[src/core/enc_out_pkg.sv]
// Constants shared by the encoder pulse output logic.
// Assumes a single 100 MHz system clock domain.
package enc_out_pkg;

  // ==========================================================================
  // Setting range and defaults
  localparam logic [15:0] SET_DEFAULT   = 16'h0fa0;   // 4000 edges per rev
  localparam logic [17:0] EDGES_MAX     = 18'h10000;  // 65535 rounded up to 4 edges
  localparam int          RES_DEFAULT   = 10000;      // Encoder counts per rev
  localparam int          DIV_WIDTH     = 24;

  // ==========================================================================
  // Quadrature grouping and rounding
  localparam int          EDGE_SHIFT    = 2;          // Four edges per phase pulse
  localparam logic [17:0] EDGE_MASK     = 18'h00003;
  localparam logic [17:0] ROUND_HALF    = 18'h00002;  // Half of four edges

  // ==========================================================================
  // Interpretation of the setting
  localparam logic        MODE_DESIGNATE = 1'b0;
  localparam logic        MODE_DIVIDE    = 1'b1;

endpackage

[src/core/edge_ratio_divider.sv]
// Serial restoring divider for the division-ratio interpretation.
// Assumes start is only raised while busy is low.
`timescale 1ns/100ps
module edge_ratio_divider #(
  parameter int W = 24
) (
  input  wire logic         clk,
  input  wire logic         reset_n,
  input  wire logic         start,
  input  wire logic [W-1:0] dividend,
  input  wire logic [W-1:0] divisor,
  output logic              busy,
  output logic              done,
  output logic [W-1:0]      quotient
);
  import enc_out_pkg::*;

  localparam int CW = $clog2(W + 1);

  typedef enum logic [1:0] {
    IDLE = 2'b00,
    RUN  = 2'b01,
    DONE = 2'b11
  } div_state_e;

  div_state_e     state;
  div_state_e     next_state;
  logic [W-1:0]   num;
  logic [W-1:0]   num_orig;
  logic [W-1:0]   den;
  logic [W-1:0]   rem;
  logic [CW-1:0]  cnt;

  // ==========================================================================
  // One quotient bit per cycle
  wire  [W:0]     shifted = {rem, num[W-1]};
  wire  [W:0]     trial   = shifted - {1'b0, den};
  wire            fits    = ~trial[W];
  wire  [W-1:0]   next_rem = fits ? trial[W-1:0] : shifted[W-1:0];

  always_comb begin
    next_state = state;
    unique case (state)
      IDLE: if (start) next_state = RUN;
      RUN:  if (cnt == CW'(1)) next_state = DONE;
      DONE: next_state = IDLE;
      default: next_state = IDLE;
    endcase
  end

  always_ff @(posedge clk or negedge reset_n) begin
    if (!reset_n) begin
      state    <= IDLE;
      num      <= '0;
      num_orig <= '0;
      den      <= '0;
      rem      <= '0;
      quotient <= '0;
      cnt      <= '0;
    end else begin
      state <= next_state;
      if (state == IDLE && start) begin
        num      <= dividend;
        num_orig <= dividend;
        den      <= divisor;
        rem      <= '0;
        cnt      <= CW'(W);
      end else if (state == RUN) begin
        num      <= {num[W-2:0], 1'b0};
        rem      <= next_rem;
        quotient <= {quotient[W-2:0], fits};
        cnt      <= cnt - CW'(1);
      end
    end
  end

  assign busy = (state != IDLE);
  assign done = (state == DONE);

  // ==========================================================================
  // Checks
  chk_quotient_round: assert property (@(posedge clk) disable iff (!reset_n)
    done |-> ({{W{1'b0}}, quotient} * {{W{1'b0}}, den} <= {{W{1'b0}}, num_orig})
          && ({{W{1'b0}}, num_orig} < ({{W{1'b0}}, quotient} + 1) * {{W{1'b0}}, den}))
    else $error("divider quotient out of range");

  chk_divide_time: assert property (@(posedge clk) disable iff (!reset_n)
    (state == IDLE && start) |-> ##(W + 1) done)
    else $error("divider did not finish in time");

endmodule

[src/core/encoder_pulse_output_divider.sv]
// Encoder emulation output: motor encoder steps in, A/B quadrature out.
// Assumes encoder steps and setting inputs are synchronous to SYS_CLK.
`timescale 1ns/100ps
module encoder_pulse_output_divider #(
  parameter int RES = enc_out_pkg::RES_DEFAULT,
  parameter int AW  = enc_out_pkg::DIV_WIDTH
) (
  input  wire logic        SYS_CLK,
  input  wire logic        RESET_N,
  input  wire logic [15:0] QUAD_PULSE_SETTING,
  input  wire logic        PULSE_MODE,
  input  wire logic        ENC_STEP,
  input  wire logic        ENC_DIR,
  output logic             OUT_A,
  output logic             OUT_B
);
  import enc_out_pkg::*;

  localparam int W = enc_out_pkg::DIV_WIDTH;

  function automatic logic [17:0] designate_edges(input logic [15:0] s);
    designate_edges = ({2'b00, s} + ROUND_HALF) & ~EDGE_MASK;
  endfunction

  logic [15:0]        setting_seen;
  logic               mode_seen;
  logic [17:0]        edges_per_rev;
  logic signed [AW-1:0] acc;
  logic [1:0]         quad;
  logic               div_busy;
  logic               div_done;
  logic [W-1:0]       div_quot;

  // ==========================================================================
  // Setting interpretation
  wire        changed    = (QUAD_PULSE_SETTING != setting_seen) || (PULSE_MODE != mode_seen);
  wire        update_req = changed && !div_busy;
  wire        div_start  = update_req && (PULSE_MODE == MODE_DIVIDE);
  wire [15:0] safe_set   = (QUAD_PULSE_SETTING == 16'h0000) ? 16'h0001 : QUAD_PULSE_SETTING;
  wire [W-1:0] div_num   = W'(RES) + W'({safe_set, 1'b0});
  wire [W-1:0] div_den   = W'({safe_set, 2'b00});
  wire [17:0] div_edges  = {div_quot[15:0], 2'b00};

  edge_ratio_divider #(.W(W)) ratio_div (
    .clk      (SYS_CLK),
    .reset_n  (RESET_N),
    .start    (div_start),
    .dividend (div_num),
    .divisor  (div_den),
    .busy     (div_busy),
    .done     (div_done),
    .quotient (div_quot)
  );

  always_ff @(posedge SYS_CLK or negedge RESET_N) begin
    if (!RESET_N) begin
      setting_seen  <= SET_DEFAULT;
      mode_seen     <= MODE_DESIGNATE;
      edges_per_rev <= {2'b00, SET_DEFAULT};
    end else if (update_req) begin
      setting_seen <= QUAD_PULSE_SETTING;
      mode_seen    <= PULSE_MODE;
      if (PULSE_MODE == MODE_DESIGNATE) begin
        edges_per_rev <= designate_edges(QUAD_PULSE_SETTING);
      end
    end else if (div_done && mode_seen == MODE_DIVIDE) begin
      edges_per_rev <= div_edges;
    end
  end

  // ==========================================================================
  // Rate scaling: edges_per_rev output edges for every RES encoder steps
  wire signed [AW-1:0] res_s   = AW'(RES);
  wire signed [AW-1:0] step_s  = AW'(edges_per_rev);
  wire signed [AW-1:0] add     = !ENC_STEP ? '0 : (ENC_DIR ? -step_s : step_s);
  wire signed [AW-1:0] sum     = acc + add;
  wire                 fwd     = (sum >= res_s);
  wire                 bwd     = (sum <= -res_s);
  wire signed [AW-1:0] next_acc = fwd ? sum - res_s : (bwd ? sum + res_s : sum);
  wire [1:0]           next_quad = fwd ? quad + 2'd1 : (bwd ? quad - 2'd1 : quad);

  // Gray order of the phase pair: forward 00, 01, 11, 10
  always_ff @(posedge SYS_CLK or negedge RESET_N) begin
    if (!RESET_N) begin
      acc   <= '0;
      quad  <= 2'b00;
      OUT_A <= 1'b0;
      OUT_B <= 1'b0;
    end else begin
      acc   <= next_acc;
      quad  <= next_quad;
      OUT_A <= next_quad[1];
      OUT_B <= next_quad[1] ^ next_quad[0];
    end
  end

  // ==========================================================================
  // Checks
  chk_reset_default: assert property (@(posedge SYS_CLK) disable iff (!RESET_N)
    $rose(RESET_N) |-> edges_per_rev == {2'b00, SET_DEFAULT})
    else $error("edge count not at default after reset");

  chk_edges_bound: assert property (@(posedge SYS_CLK) disable iff (!RESET_N)
    edges_per_rev <= EDGES_MAX)
    else $error("edge count above range");

  chk_edge_groups: assert property (@(posedge SYS_CLK) disable iff (!RESET_N)
    (edges_per_rev & EDGE_MASK) == 18'h00000)
    else $error("edge count not whole phase pulses");

  chk_mode_follow: assert property (@(posedge SYS_CLK) disable iff (!RESET_N)
    (PULSE_MODE != mode_seen) && $stable(PULSE_MODE) |-> ##[1:30] (mode_seen == PULSE_MODE))
    else $error("mode change not taken");

  chk_designate_edges: assert property (@(posedge SYS_CLK) disable iff (!RESET_N)
    update_req && PULSE_MODE == MODE_DESIGNATE
      |=> edges_per_rev == designate_edges($past(QUAD_PULSE_SETTING)))
    else $error("designation edge count wrong");

  chk_divide_edges: assert property (@(posedge SYS_CLK) disable iff (!RESET_N)
    div_done && mode_seen == MODE_DIVIDE && !update_req |=> edges_per_rev == $past(div_edges))
    else $error("division edge count not loaded");

  chk_single_phase: assert property (@(posedge SYS_CLK) disable iff (!RESET_N)
    !($changed(OUT_A) && $changed(OUT_B)))
    else $error("both phases moved together");

  chk_forward_order: assert property (@(posedge SYS_CLK) disable iff (!RESET_N)
    fwd && !OUT_A && !OUT_B |=> !OUT_A && OUT_B)
    else $error("forward step in wrong phase order");

  // ==========================================================================
  // Checks: phase order, phase hold without an edge, and phase level after reset
  chk_reverse_order: assert property (@(posedge SYS_CLK) disable iff (!RESET_N)
    bwd && !OUT_A && !OUT_B
      |=> OUT_A && !OUT_B)
    else $error("reverse step in wrong phase order");

  chk_forward_a_rise: assert property (@(posedge SYS_CLK) disable iff (!RESET_N)
    fwd && !OUT_A && OUT_B
      |=> OUT_A && OUT_B)
    else $error("forward step did not raise phase A");

  chk_forward_b_fall: assert property (@(posedge SYS_CLK) disable iff (!RESET_N)
    fwd && OUT_A && OUT_B
      |=> OUT_A && !OUT_B)
    else $error("forward step did not drop phase B");

  chk_forward_wrap: assert property (@(posedge SYS_CLK) disable iff (!RESET_N)
    fwd && OUT_A && !OUT_B
      |=> !OUT_A && !OUT_B)
    else $error("forward step did not close the cycle");

  chk_reverse_b_rise: assert property (@(posedge SYS_CLK) disable iff (!RESET_N)
    bwd && OUT_A && !OUT_B
      |=> OUT_A && OUT_B)
    else $error("reverse step did not raise phase B");

  chk_reverse_a_fall: assert property (@(posedge SYS_CLK) disable iff (!RESET_N)
    bwd && OUT_A && OUT_B
      |=> !OUT_A && OUT_B)
    else $error("reverse step did not drop phase A");

  chk_reverse_wrap: assert property (@(posedge SYS_CLK) disable iff (!RESET_N)
    bwd && !OUT_A && OUT_B
      |=> !OUT_A && !OUT_B)
    else $error("reverse step did not close the cycle");

  chk_outputs_stand: assert property (@(posedge SYS_CLK) disable iff (!RESET_N)
    !fwd && !bwd
      |=> $stable(OUT_A) && $stable(OUT_B))
    else $error("phase moved without an edge");

  chk_one_step: assert property (@(posedge SYS_CLK) disable iff (!RESET_N)
    fwd || bwd
      |=> $changed(OUT_A) || $changed(OUT_B))
    else $error("edge produced no phase change");

  chk_reset_outputs: assert property (@(posedge SYS_CLK) disable iff (!RESET_N)
    $rose(RESET_N)
      |-> !OUT_A && !OUT_B)
    else $error("phases not low after reset");

  // ==========================================================================
  // Checks: setting path
  chk_setting_taken: assert property (@(posedge SYS_CLK) disable iff (!RESET_N)
    update_req
      |=> setting_seen == $past(QUAD_PULSE_SETTING) && mode_seen == $past(PULSE_MODE))
    else $error("setting change not taken");

  chk_change_held: assert property (@(posedge SYS_CLK) disable iff (!RESET_N)
    changed && div_busy
      |=> $stable(setting_seen) && $stable(mode_seen))
    else $error("setting taken while dividing");

  chk_edges_stand: assert property (@(posedge SYS_CLK) disable iff (!RESET_N)
    !update_req && !div_done
      |=> $stable(edges_per_rev))
    else $error("edge count moved without a change");

  chk_reset_mode: assert property (@(posedge SYS_CLK) disable iff (!RESET_N)
    $rose(RESET_N)
      |-> mode_seen == MODE_DESIGNATE)
    else $error("mode not designation after reset");

  chk_divisor_nonzero: assert property (@(posedge SYS_CLK) disable iff (!RESET_N)
    div_start
      |-> div_den != '0)
    else $error("division started with zero divisor");

  chk_quotient_fits: assert property (@(posedge SYS_CLK) disable iff (!RESET_N)
    div_done
      |-> div_quot[W-1:16] == '0)
    else $error("division result wider than edge count");

endmodule

[config.mk]
export PLATFORM = sky130hd
export DESIGN_NAME = encoder_pulse_output_divider
export DESIGN_NICKNAME = d
export VERILOG_FILES = /design/src/core/enc_out_pkg.sv /design/src/core/edge_ratio_divider.sv /design/src/core/encoder_pulse_output_divider.sv
export SDC_FILE = /design/constraint.sdc
export NUM_CORES = 1
export LEC_CHECK = 0
export BUFFER_PORTS_ARGS = -buffer_cell sky130_fd_sc_hd__buf_2
export CAP_MARGIN = 30
export CORE_ASPECT_RATIO = 1.75
export CORE_MARGIN = 3
export CORE_UTILIZATION = 64
export CTS_CLUSTER_DIAMETER = 50
export DETAILED_ROUTE_END_ITERATION = 16
export PLACE_DENSITY = 0.81
export SYNTH_ARGS = -nofsm -noshare
export SYNTH_HDL_FRONTEND = slang
export SYNTH_SLANG_ARGS = --single-unit
[constraint.sdc]
create_clock -name SYS_CLK -period 6.7 [get_ports SYS_CLK]
set_clock_uncertainty 0.05 [all_clocks]
set_input_delay 1.34 -clock SYS_CLK [delete_from_list [all_inputs] [get_ports SYS_CLK]]
set_output_delay 1.34 -clock SYS_CLK [all_outputs]
set_load 0.02 [all_outputs]
# == Word-level counts from Yosys, hierarchy flattened ==
# Cells that the tools add are included.
# totals
out_inout_bits,2
register_bits,150
in_bits,21
# classes
bitwise_logic,3
add_sub_neg,10
n_mux,20
eq_ne,8
reduce_logical,14
order_cmp,2
# op_table
cell,n
two-way mux 24 bit,9
two-way mux 18 bit,3
subtractor 25 x 18 -> 25 bit,1
"adder 24 x 15 -> 24 bit, second input constant",1
adder 24 bit,1
">= comparator 24 x 15 -> 1 bit, second input constant",1
"<= comparator 24 x 15 -> 1 bit, second input constant",1
negation 18 -> 24 bit,1
"subtractor 24 x 15 -> 24 bit, second input constant",1
"adder 14 x 17 -> 18 bit, first input constant",1
"adder 16 x 2 -> 17 bit, second input constant",1
zero test 16 bit,1
two-way mux 16 bit,1
inequality test 16 bit,1
two-way mux 5 bit,2
two-way mux 2 bit,4
AND reduction 2 bit,3
nonzero test 2 bit,3
"== test 5 x 1 -> 1 bit, second input constant",1
"subtractor 5 x 1 -> 5 bit, second input constant",1
logical AND 1 bit,4
"inequality test 2 x 1 -> 1 bit, second input constant",2
one-hot mux 2 bit (2 select lines),1
"adder 2 x 1 -> 2 bit, second input constant",1
other kinds (10),11

# == Logic depth before layout (Yosys ltp) ==
# Gate-level depths: netlist of run 1.
# depth
word_depth,8
mapped_depth,23
depth_no_buf,20

# == Hierarchy ==
# Synthesis of run 1 repeated with hierarchy kept, for this count alone.
# unflattened
hier_cells,1329
area_unflattened_um2,11307.1
# modules_own_cells
module,area_each_um2,n_inst,seq_area_each_um2,cells_per_inst
encoder_pulse_output_divider,5745.5,1,1466.4,698
edge_ratio_divider,5561.6,1,2577.5,631

# == Worst setup path after synthesis of run 1 ==
# Ideal clock, no wire load.
# synth_timing
path_kind,register -> register
startpoint,reg edges_per_rev[3]
endpoint,reg OUT_A
path_stages_with_launch,20
synth_period_minus_slack_ns,5.221
slack_ns,1.479
arrival_ns,5.091
n_path_buf,2
path_cell_list,dfrtp_1 -> or4_1 -> or4_4 -> nand2b_4 -> o31ai_1 -> xnor2_1 -> and2_1 -> ha_1 -> buf_2 -> a211oi_1 -> o21bai_1 -> o31ai_1 -> mux2_2 -> nor4_2 -> nand4_1 -> o41ai_2 -> buf_2 -> nor2_1 -> a21oi_1 -> xnor2_1
# synth_between
elab_chain_len,7
# synth_rtl
element,line,text
"start, declared",encoder_pulse_output_divider.sv:27,logic [17:0] edges_per_rev;
"start signal, assigned",encoder_pulse_output_divider.sv:59,"edges_per_rev <= {2'b00, SET_DEFAULT};"
"start signal, assigned",encoder_pulse_output_divider.sv:64,edges_per_rev <= designate_edges(QUAD_PULSE_SETTING);
"start signal, assigned",encoder_pulse_output_divider.sv:67,edges_per_rev <= div_edges;
negation 18 -> 24 bit,encoder_pulse_output_divider.sv:75,wire signed [AW-1:0] add = !ENC_STEP ? '0 : (ENC_DIR ? -step_s : step_s);
two-way mux 24 bit (*) (2 in a row),encoder_pulse_output_divider.sv:75,
adder 24 bit (*),encoder_pulse_output_divider.sv:76,wire signed [AW-1:0] sum = acc + add;
<= comparator 24 x 15 -> 1 bit,encoder_pulse_output_divider.sv:78,wire bwd = (sum <= -res_s);
two-way mux 2 bit,encoder_pulse_output_divider.sv:80,wire [1:0] next_quad = fwd ? quad + 2'd1 : (bwd ? quad - 2'd1 : quad);
two-way mux 2 bit (*),encoder_pulse_output_divider.sv:80,
net next_quad[1],encoder_pulse_output_divider.sv:80,
"end signal, assigned",encoder_pulse_output_divider.sv:92,OUT_A <= next_quad[1];
"end, declared",encoder_pulse_output_divider.sv:14,"output logic OUT_A,"
# Mark *: on every way through the listed nets, which the timed path passes. The rest lies on a longest branch.
# A chain may end at the register's enable or synchronous reset.

# == Final worst setup path of run 1 ==
# layout_timing
startpoint,reg edges_per_rev[3]
endpoint,reg acc[19]
# layout_between
elab_chain_len,7
# layout_rtl
element,line,text
negation 18 -> 24 bit,encoder_pulse_output_divider.sv:75,
two-way mux 24 bit (*) (2 in a row),encoder_pulse_output_divider.sv:75,
adder 24 bit (*),encoder_pulse_output_divider.sv:76,
adder 24 x 15 -> 24 bit / <= comparator 24 x 15 -> 1 bit (equally long branches),"encoder_pulse_output_divider.sv:79, encoder_pulse_output_divider.sv:78",
two-way mux 24 bit,encoder_pulse_output_divider.sv:79,wire signed [AW-1:0] next_acc = fwd ? sum - res_s : (bwd ? sum + res_s : sum);
two-way mux 24 bit (*),encoder_pulse_output_divider.sv:79,
net next_acc[19],encoder_pulse_output_divider.sv:79,
"end signal, assigned",encoder_pulse_output_divider.sv:90,acc <= next_acc;
"end, declared",encoder_pulse_output_divider.sv:28,logic signed [AW-1:0] acc;
# Marks and branches as above.

==> flow_metrics.env, run 1 <==
export IMPL_status="finished clean"
export IMPL_synth_edff_count=0
export IMPL_synth_ff_type="dfrtp_1"
export IMPL_drt_wirelength_per_cell_um=19.1
export IMPL_drtIter0Drc=590
export IMPL_grt_pass1_vias=8674
export IMPL_reg2reg_slack_ps=710
export IMPL_nets=1233
export IMPL_hold_violations=0
export IMPL_ys_seq_elements=144
export IMPL_grt_pass1_wl_um=42900
export IMPL_drc_errors=0
export IMPL_critPathArrivalTime_ps=6220
export IMPL_syn_area_per_cell_um2=8.29
export IMPL_hold_path_class="register to register"
export IMPL_clock_sinks=144
export IMPL_yosysSeqAreaShare_pct=36.9
export IMPL_row_count=59
export IMPL_setup_worst_path_start_class="register"
export IMPL_dieArea_um2=16900
export IMPL_regToRegEndpoint="acc[19]$_DFF_PN0_"
export IMPL_r2r_start="edges_per_rev[3]$_DFFE_PN0P_"
export IMPL_first_pass_iters=5
export IMPL_fin_hold_ws_ps=416
export IMPL_slew_headroom_pct=37.2
export IMPL_cts_post_setup_buffers_inserted=0
export IMPL_fmax_ghz=0.167
export IMPL_dpl_cell_count=1328
export IMPL_endpoint_kind="register"
export IMPL_netlist_instances=1183
export IMPL_cts_repair_resized=0
export IMPL_syn_cell_area_um2=9800
export IMPL_cp_required_ps=6930
export IMPL_dieHeight_um=170
export IMPL_final_common_cell="nand2_1"
export IMPL_cap_violations=0
export IMPL_crit_type="register to register"
export IMPL_drv_slew=0
export IMPL_antenna_cells=0
export IMPL_vias_per_cell=6.32
export IMPL_drive_above_1_share_pct=8.66
export IMPL_cts_max_level=4
export IMPL_dpl_hpwl_um=18500
export IMPL_cts_tree="done"
export IMPL_place_gp_congestion=0.912
export IMPL_cts_max_path_buffers=2
export IMPL_port_buffers=22
export IMPL_final_cell_mix="212 x nand2_1, 132 x dfrtp_1, 100 x o21ai_0"
export IMPL_yosysWarnings=0
export IMPL_worstPathMaxFanout=9
export IMPL_period_share_pct=89.4
export IMPL_clkTransAtPathRegs_ps=70
export IMPL_min_to="setting_seen[8]$_DFFE_PN1P_"
export IMPL_rr_worst_depth=16
export IMPL_worstHoldStart="setting_seen[8]$_DFFE_PN1P_"
export IMPL_track_usage_pct=31.9
export IMPL_die_w_um=99.6
export IMPL_ant_nets=0
export IMPL_vias=8600
export IMPL_wl_um=26000
export IMPL_fin_util_pct=71.3
export IMPL_grt_max_degree=104
export IMPL_synthDistinctLibCells=76
export IMPL_initial_core_util_pct=65.7
export IMPL_coreArea_um2=14900
export IMPL_antenna_found_initial=0
export IMPL_ctsHoldBuffers=0
export IMPL_whs_path_depth=2
export IMPL_numCtsBuffers=17
export IMPL_clk_latency_ps=420
export IMPL_setup_tns_final_ps=0
export IMPL_syn2layout_area_growth_pct=8.46
export IMPL_syn_num_nets=1251
export IMPL_finalSetupViolations=0
export IMPL_gr_total_overflow=0
export IMPL_finalCriticalPeriod_ps=5990
export IMPL_synthArstFlopShare_pct=100
export IMPL_tightest_slew_ps=942
export IMPL_cts_root_buf="clkbuf_16"
export IMPL_fin_cells=1361
export IMPL_io_pins=23
export IMPL_grt_setup_unrepaired="no"
-- layer usage --
metal / share of wire, % / vias up / global-route usage (%)
met5: 0 / - / 0
met4: 5.0 / 0 / 17.1
met3: 3.2 / 87 / 4.07
met2: 55 / 252 / 59.0
met1: 37 / 4171 / 34.7
li1: - / 4090 / -
-- synth_stat cells, types with 9 or more instances --
cell | n | area share, %
nand2_1 | 212 | 8.1
dfrtp_1 | 132 | 34
o21ai_0 | 100 | 5.1
nor2_1 | 75 | 2.9
xnor2_1 | 64 | 5.7
clkbuf_1 | 60 | 2.3
a21oi_1 | 59 | 3.0
ha_1 | 45 | 5.7
xor2_1 | 45 | 4.0
inv_1 | 39 | 1.5
nand3_1 | 38 | 1.9
and2_1 | 25 | 1.6
nor3_1 | 22 | 1.1
nor4_1 | 19 | 1.2
a21o_1 | 16 | 1.2
mux2i_1 | 14 | 1.4
dfstp_2 | 12 | 3.2
nand4_1 | 12 | 0.77
or3_1 | 11 | 0.70
a211oi_1 | 10 | 0.77
nand2b_1 | 10 | 0.64
o211ai_1 | 10 | 0.77
nor2b_1 | 9 | 0.57
o21a_1 | 9 | 0.69
-- through the flow --
stage | cell area, um^2 | worst slack (ps)
floorplan | 9800 | 1480
global placement | 9970 | 715
detailed placement | 9970 | 568
CTS | 10600 | 815
global route | 10600 | 408
finish | 10600 | 709
-- worst max-delay path: stages, from the launching register on --
cell	delay, ps
dfrtp_1	400
or4_1	560
or4_4	460
nand2b_4	200
o31ai_1	240
xnor2_1	90
and2_1	160
ha_1	390
a211oi_1	280
o21bai_1	140
o31ai_1	470
mux2_2	400
nor4_2	540
and4b_1	340
a21oi_1	780
a22oi_1	190
xnor2_1	170
-- cells by family (layout without fill, tap and decap cells) --
group / Yosys count / count (layout) / synth area share (%)
AND/OR/NAND/NOR: 468 / 468 / 22.3
AO/OA/AOI/OAI: 286 / 286 / 18.6
flip-flops: 144 / 144 / 36.9
buffers and inverters: 112 / 107 / 4.47
XOR/XNOR: 110 / 110 / 9.90
adder cells (fa/ha/maj): 47 / 47 / 6.15
multiplexers: 16 / 16 / 1.66
-- flip-flops by register name (all words and copies together), names as in the netlist --
| signal | cells |
|---|---|
| OUT_B | 1 |
| quad | 1 |
| OUT_A | 1 |
| setting_seen | 16 |
| ratio_div.rem | 24 |
| mode_seen | 1 |
| ratio_div.cnt | 5 |
| edges_per_rev | 16 |
| ratio_div.quotient | 16 |
| ratio_div.num | 23 |
| acc | 22 |
| ratio_div.den | 16 |
| ratio_div.state | 2 |
-- how the worst max path moves through the flow --
stage / slack (ps) / start / endpoint
finish: 710 / edges_per_rev[3]$_DFFE_PN0P_ / acc[19]$_DFF_PN0_
global route: 410 / edges_per_rev[3]$_DFFE_PN0P_ / acc[19]$_DFF_PN0_
CTS: 810 / edges_per_rev[3]$_DFFE_PN0P_ / acc[19]$_DFF_PN0_
detailed placement: 570 / ENC_DIR / acc[19]$_DFF_PN0_
global placement: 710 / ENC_DIR / acc[19]$_DFF_PN0_
floorplan: 1480 / edges_per_rev[3]$_DFFE_PN0P_ / OUT_A$_DFF_PN0_
-- cell type report --
cell class	count	area, um^2
multi-input cells	927	5770
fillers	1195	4280
flip-flops and latches	144	3620
clock buffers	18	429
repair buffers	35	234
well taps	183	229
clock inverters	14	208
inverters	40	150
Power of run 1 is left out: the tool's default activity adds up to more than one toggle a clock period on the data nets, which glitch-free logic cannot reach.
==> inputs of run 2 (changes only) <==
CORE_UTILIZATION = 32   (was 64)
PLACE_DENSITY = not set   (was 0.81)
==> flow_metrics.env, run 2 (synthesized netlist as in run 1, its figures left out) <==
export IMPL_vias_per_cell=5.31
export IMPL_cap_violations=0
export IMPL_hold_violations=0
export IMPL_finalWorstSetupSlack_ps=716
export IMPL_ctsHoldBuffers=0
export IMPL_dpl_hpwl_um=19600
export IMPL_switching_share_pct=47.2
export IMPL_cp_required_ps=6940
export IMPL_top_regs="ratio_div.rem: 24 flops, ratio_div.num: 23 flops, acc: 22 flops"
export IMPL_slew_headroom_pct=44.6
export IMPL_hold_path_class="register to register"
export IMPL_numCtsBuffers=17
export IMPL_fillers=3113
export IMPL_crit_type="register to register"
export IMPL_path_cells="or4_1 > or4_4 > nand2b_4 > o31ai_1 > xnor2_1 > and2_1 > ha_1 > a211oi_1 > o21bai_1 > o31ai_1 > mux2_2 > nor4_2 > nand4_1 > o41ai_2 > buf_4 > nor2_1 > a22oi_1 > xnor2_1"
export IMPL_setup_tns_final_ps=0
export IMPL_setup_worst_path_start_class="register"
export IMPL_drc_errors=0
export IMPL_die_w_um=138
export IMPL_antenna_found_initial=1
export IMPL_status="finished clean"
export IMPL_cts_max_level=4
export IMPL_final_common_cell="nand2_1"
export IMPL_cts_post_setup_buffers_inserted=0
export IMPL_track_usage_pct=16.2
export IMPL_drt_wirelength_per_cell_um=16.9
export IMPL_port_buffers=22
export IMPL_clock_sinks=144
export IMPL_cts_root_buf="clkbuf_16"
export IMPL_gr_total_overflow=0
export IMPL_wl_um=26400
export IMPL_grt_max_degree=83
export IMPL_largest_reg_flops=24
export IMPL_drive_above_1_share_pct=8.51
export IMPL_ant_nets=0
export IMPL_cts_repair_resized=0
export IMPL_dieArea_um2=32900
export IMPL_crit_path_top_delay_cell="nor4_2"
export IMPL_finalSetupViolations=0
export IMPL_io_pins=23
export IMPL_p_leak_uw=0.00467
export IMPL_final_cell_mix="212 x nand2_1, 132 x dfrtp_1, 100 x o21ai_0"
export IMPL_tightest_slew_ps=830
export IMPL_intPower_uw=3600
export IMPL_cts_max_path_buffers=2
export IMPL_drv_slew=0
export IMPL_period_share_pct=89.3
export IMPL_use_met1_pct=16.8
export IMPL_coreArea_um2=30200
export IMPL_antenna_cells=0
export IMPL_regMostFlops="ratio_div.rem"
export IMPL_endpoint_kind="register"
export IMPL_grt_pass1_vias=8491
export IMPL_power_switching_uw=3220
export IMPL_top_usage_layer="met2"
export IMPL_peakVddDrop_uv=336
export IMPL_dieHeight_um=238
export IMPL_finalCriticalPeriod_ps=5980
export IMPL_finalPower_uw=6820
export IMPL_pwr_share_seq_pct=24.4
export IMPL_syn2layout_area_growth_pct=10.2
export IMPL_use_met2_pct=31.8
export IMPL_cts_tree="done"
export IMPL_grt_setup_unrepaired="no"
export IMPL_design_area_um2=10800
export IMPL_slowest_delay_ps=640
export IMPL_power_density_nw_per_um2=631
export IMPL_initial_core_util_pct=32.5
export IMPL_vias=8288
export IMPL_drtIter0Drc=481
export IMPL_worstPathMaxFanout=15
export IMPL_fmax_ghz=0.167
export IMPL_grt_pass1_wl_um=43300
export IMPL_pwr_share_comb_pct=61.7
export IMPL_use_met3_pct=2.33
export IMPL_row_count=84
export IMPL_first_pass_iters=5
export IMPL_place_area_um2=10200
export IMPL_clkTransAtPathRegs_ps=60
export IMPL_clockPowerShare_pct=13.9
export IMPL_place_gp_congestion=0.889
export IMPL_critPathArrivalTime_ps=6230
export IMPL_nets=1231
export IMPL_pre_cts_ws_ps=713
export IMPL_clk_latency_ps=430
-- run 2: changes by cell type in the layout (fill, tap and decap cells not counted), moves of 2 or more --
cell,before,now
bufinv_16,4,2
clkbuf_8,0,2
clkinvlp_4,1,3
inv_8,2,0
-- run 2: critical path: cells and delay by family, from the launching register on --
kind	cells	cell delay [ps]
xor+xnor	2	180
simple gates	7	2400
mux	1	400
fa+ha+maj	1	380
buf+inv	1	270
flops	1	400
compound gates	6	1760
-- run 2: final timing paths --
kind                                         startpoint                            end  slack [ps]  cells past startpoint
min in group asynchronous                       RESET_N  ratio_div.rem[21]$_DFFE_PN0P_         880                      1
hold reg to reg            setting_seen[11]$_DFFE_PN1P_   setting_seen[11]$_DFFE_PN1P_         420                      2
setup reg to reg           edges_per_rev[3]$_DFFE_PN0P_              acc[19]$_DFF_PN0_         720                     18
setup / recovery           edges_per_rev[3]$_DFFE_PN0P_              acc[19]$_DFF_PN0_         720                     18
hold / removal             setting_seen[11]$_DFFE_PN1P_   setting_seen[11]$_DFFE_PN1P_         420                      2
max in group asynchronous                       RESET_N              acc[11]$_DFF_PN0_        4430                      2
-- run 2: stage by stage --
stage,utilization [%],hold WS [ps],instances
after floorplan,-,389,1183
after global routing,35.8,436,1562
after global placement,33.8,403,1530
after CTS,35.8,418,1562
after detailed placement,33.9,407,1531
final,35.8,418,1562
-- run 2: layout make-up --
cell class / count / area, um^2 / share of cell area [%]
multi-input combinational: 927 / 5770 / 53.4
sequential: 144 / 3620 / 33.5
tap: 387 / 484 / 4.48
clock buffer: 19 / 453 / 4.19
timing repair buffer: 33 / 199 / 1.84
inverter: 40 / 150 / 1.39
clock inverter: 12 / 136 / 1.26
-- run 2: per-layer routing --
layer	routed length [um]	part of all wire, %
met2	14700	56
met1	10200	39
met4	899	3.4
met3	683	2.6
met5	0	0
-- run 2: power groups by stage --
stage / Sequential (uW) / Combinational [uW] / Clock, uW
2_1_floorplan: 1590 / 3290 / 0
3_3_place_gp: 1660 / 4100 / 0
3_5_place_dp: 1680 / 4160 / 0
4_1_cts: 1660 / 4190 / 981
5_1_grt: 1710 / 4700 / 1020
6_report: 1660 / 4210 / 950
(Power assumes the default switching activity.)
==> inputs of run 3 (changes only) <==
CELL_PAD_IN_SITES_DETAIL_PLACEMENT = 1   (was not set)
CELL_PAD_IN_SITES_GLOBAL_PLACEMENT = 2   (was not set)
PLACE_DENSITY_LB_ADDON = 0.1   (was not set)
==> flow_metrics.env, run 3 (synthesized netlist as in run 1, its figures left out) <==
export IMPL_status="finished clean"
export IMPL_setup_tns_final_ps=0
export IMPL_nets=1238
export IMPL_grt_max_degree=83
export IMPL_row_count=84
export IMPL_worstPathMaxFanout=8
export IMPL_slew_headroom_pct=37.1
export IMPL_antenna_found_initial=0
export IMPL_fmax_ghz=0.165
export IMPL_vias_per_cell=5.35
export IMPL_final_common_cell="nand2_1"
export IMPL_cap_violations=0
export IMPL_initial_core_util_pct=32.5
export IMPL_drc_errors=0
export IMPL_coreArea_um2=30200
export IMPL_tightest_slew_ps=934
export IMPL_cts_post_setup_buffers_inserted=0
export IMPL_drive_above_1_share_pct=9.04
export IMPL_place_area_um2=10300
export IMPL_clock_sinks=144
export IMPL_critPathArrivalTime_ps=6370
export IMPL_cp_required_ps=7020
export IMPL_finalWorstSetupSlack_ps=650
export IMPL_cts_max_level=4
export IMPL_cts_repair_resized=0
export IMPL_design_area_um2=10900
export IMPL_port_buffers=22
export IMPL_slowest_delay_ps=540
export IMPL_grt_pass1_vias=9031
export IMPL_fin_hold_ws_ps=414
export IMPL_syn2layout_area_growth_pct=10.7
export IMPL_clkTransAtPathRegs_ps=70
export IMPL_dieHeight_um=238
export IMPL_top_regs="ratio_div.rem: 24 flops, ratio_div.num: 23 flops, acc: 22 flops"
export IMPL_finalSetupViolations=0
export IMPL_p_leak_uw=0.00469
export IMPL_gr_total_overflow=0
export IMPL_endpoint_kind="register"
export IMPL_fillers=3569
export IMPL_path_cells="inv_1 > ha_1 > nand2_1 > or3_1 > nor2_1 > nand2_1 > o41ai_1 > xnor2_1 > and2_1 > ha_1 > o21ai_0 > o21bai_1 > o31ai_1 > mux2_2 > nor4_2 > buf_4 > nand4_1 > or4_1 > a32oi_1 > xnor2_1"
export IMPL_numCtsBuffers=17
export IMPL_drtIter0Drc=290
export IMPL_peakVddDrop_uv=302
export IMPL_track_usage_pct=19.4
export IMPL_crit_type="register to register"
export IMPL_cts_root_buf="clkbuf_16"
export IMPL_cts_tree="done"
export IMPL_ctsHoldBuffers=0
export IMPL_die_w_um=138
export IMPL_hold_violations=0
export IMPL_clk_latency_ps=440
export IMPL_regMostFlops="ratio_div.rem"
export IMPL_cts_max_path_buffers=2
export IMPL_dpl_hpwl_um=23500
export IMPL_setup_worst_path_start_class="register"
export IMPL_pre_cts_ws_ps=604
export IMPL_drv_slew=0
export IMPL_vias=8399
export IMPL_place_gp_congestion=0.841
export IMPL_power_density_nw_per_um2=643
export IMPL_first_pass_iters=4
export IMPL_final_cell_mix="212 x nand2_1, 132 x dfrtp_1, 100 x o21ai_0"
export IMPL_dieArea_um2=32900
export IMPL_crit_path_top_delay_cell="nor4_2"
export IMPL_io_pins=23
export IMPL_ant_nets=0
export IMPL_grt_setup_unrepaired="no"
export IMPL_largest_reg_flops=24
export IMPL_drt_wirelength_per_cell_um=19.9
export IMPL_period_share_pct=90.3
export IMPL_finalCriticalPeriod_ps=6050
export IMPL_grt_pass1_wl_um=50100
export IMPL_antenna_cells=0
export IMPL_hold_path_class="register to register"
export IMPL_wl_um=31300
-- run 3: area by class of cell --
class / count / area (um^2) / share of cell area, %
Tap cell: 387 / 484 / 4.46
Inverter: 40 / 150 / 1.38
Multi-Input combinational cell: 927 / 5770 / 53.2
Clock buffer: 19 / 433 / 3.99
Timing Repair Buffer: 40 / 255 / 2.35
Clock inverter: 13 / 141 / 1.30
Sequential cell: 144 / 3620 / 33.3
-- run 3: per-stage QoR --
stage	instances	power, uW	util, %
6_report	1570	6980	36.0
5_1_grt	1570	7660	36.0
4_1_cts	1570	7080	36.0
3_5_place_dp	1538	6070	34.1
3_3_place_gp	1536	6020	34.0
2_1_floorplan	1183	4880	-
-- run 3: final timing paths --
check	start	to	slack (ps)	cells after the start
setup reg to reg	edges_per_rev[2]$_DFFE_PN0P_	acc[6]$_DFF_PN0_	650	20
hold / removal	setting_seen[11]$_DFFE_PN1P_	setting_seen[11]$_DFFE_PN1P_	410	2
max in group asynchronous	RESET_N	edges_per_rev[5]$_DFFE_PN1P_	4590	2
min in group asynchronous	RESET_N	acc[20]$_DFF_PN0_	890	1
setup / recovery	edges_per_rev[2]$_DFFE_PN0P_	acc[6]$_DFF_PN0_	650	20
hold reg to reg	setting_seen[11]$_DFFE_PN1P_	setting_seen[11]$_DFFE_PN1P_	410	2
-- run 3: critical path, delay by kind of cell, from the launching register on --
family                   cells  cell delay, ps
multiplexers                 1             400
AND/OR/NAND/NOR              8            2390
flip-flops                   1             430
adder cells (fa/ha/maj)      2             560
buffers and inverters        2             310
XOR/XNOR                     2             280
AO/OA/AOI/OAI                5            1550
-- run 3: report_power, final --
part	total, uW	internal, uW	leakage [uW]	switching [uW]
logic	4360	1710	0.00269	2650
clock network	951	548	0.000262	403
registers	1670	1360	0.00174	306
total	6980	3620	0.00469	3360
-- run 3: per-layer routing --
metal | GRT usage [%] | vias up | wire, um
li1 | - | 4087 | -
met2 | 38.1 | 97 | 17500
met5 | 0 | - | 0
met4 | 8.54 | 0 | 1310
met3 | 3.14 | 63 | 529
met1 | 19.9 | 4152 | 12000
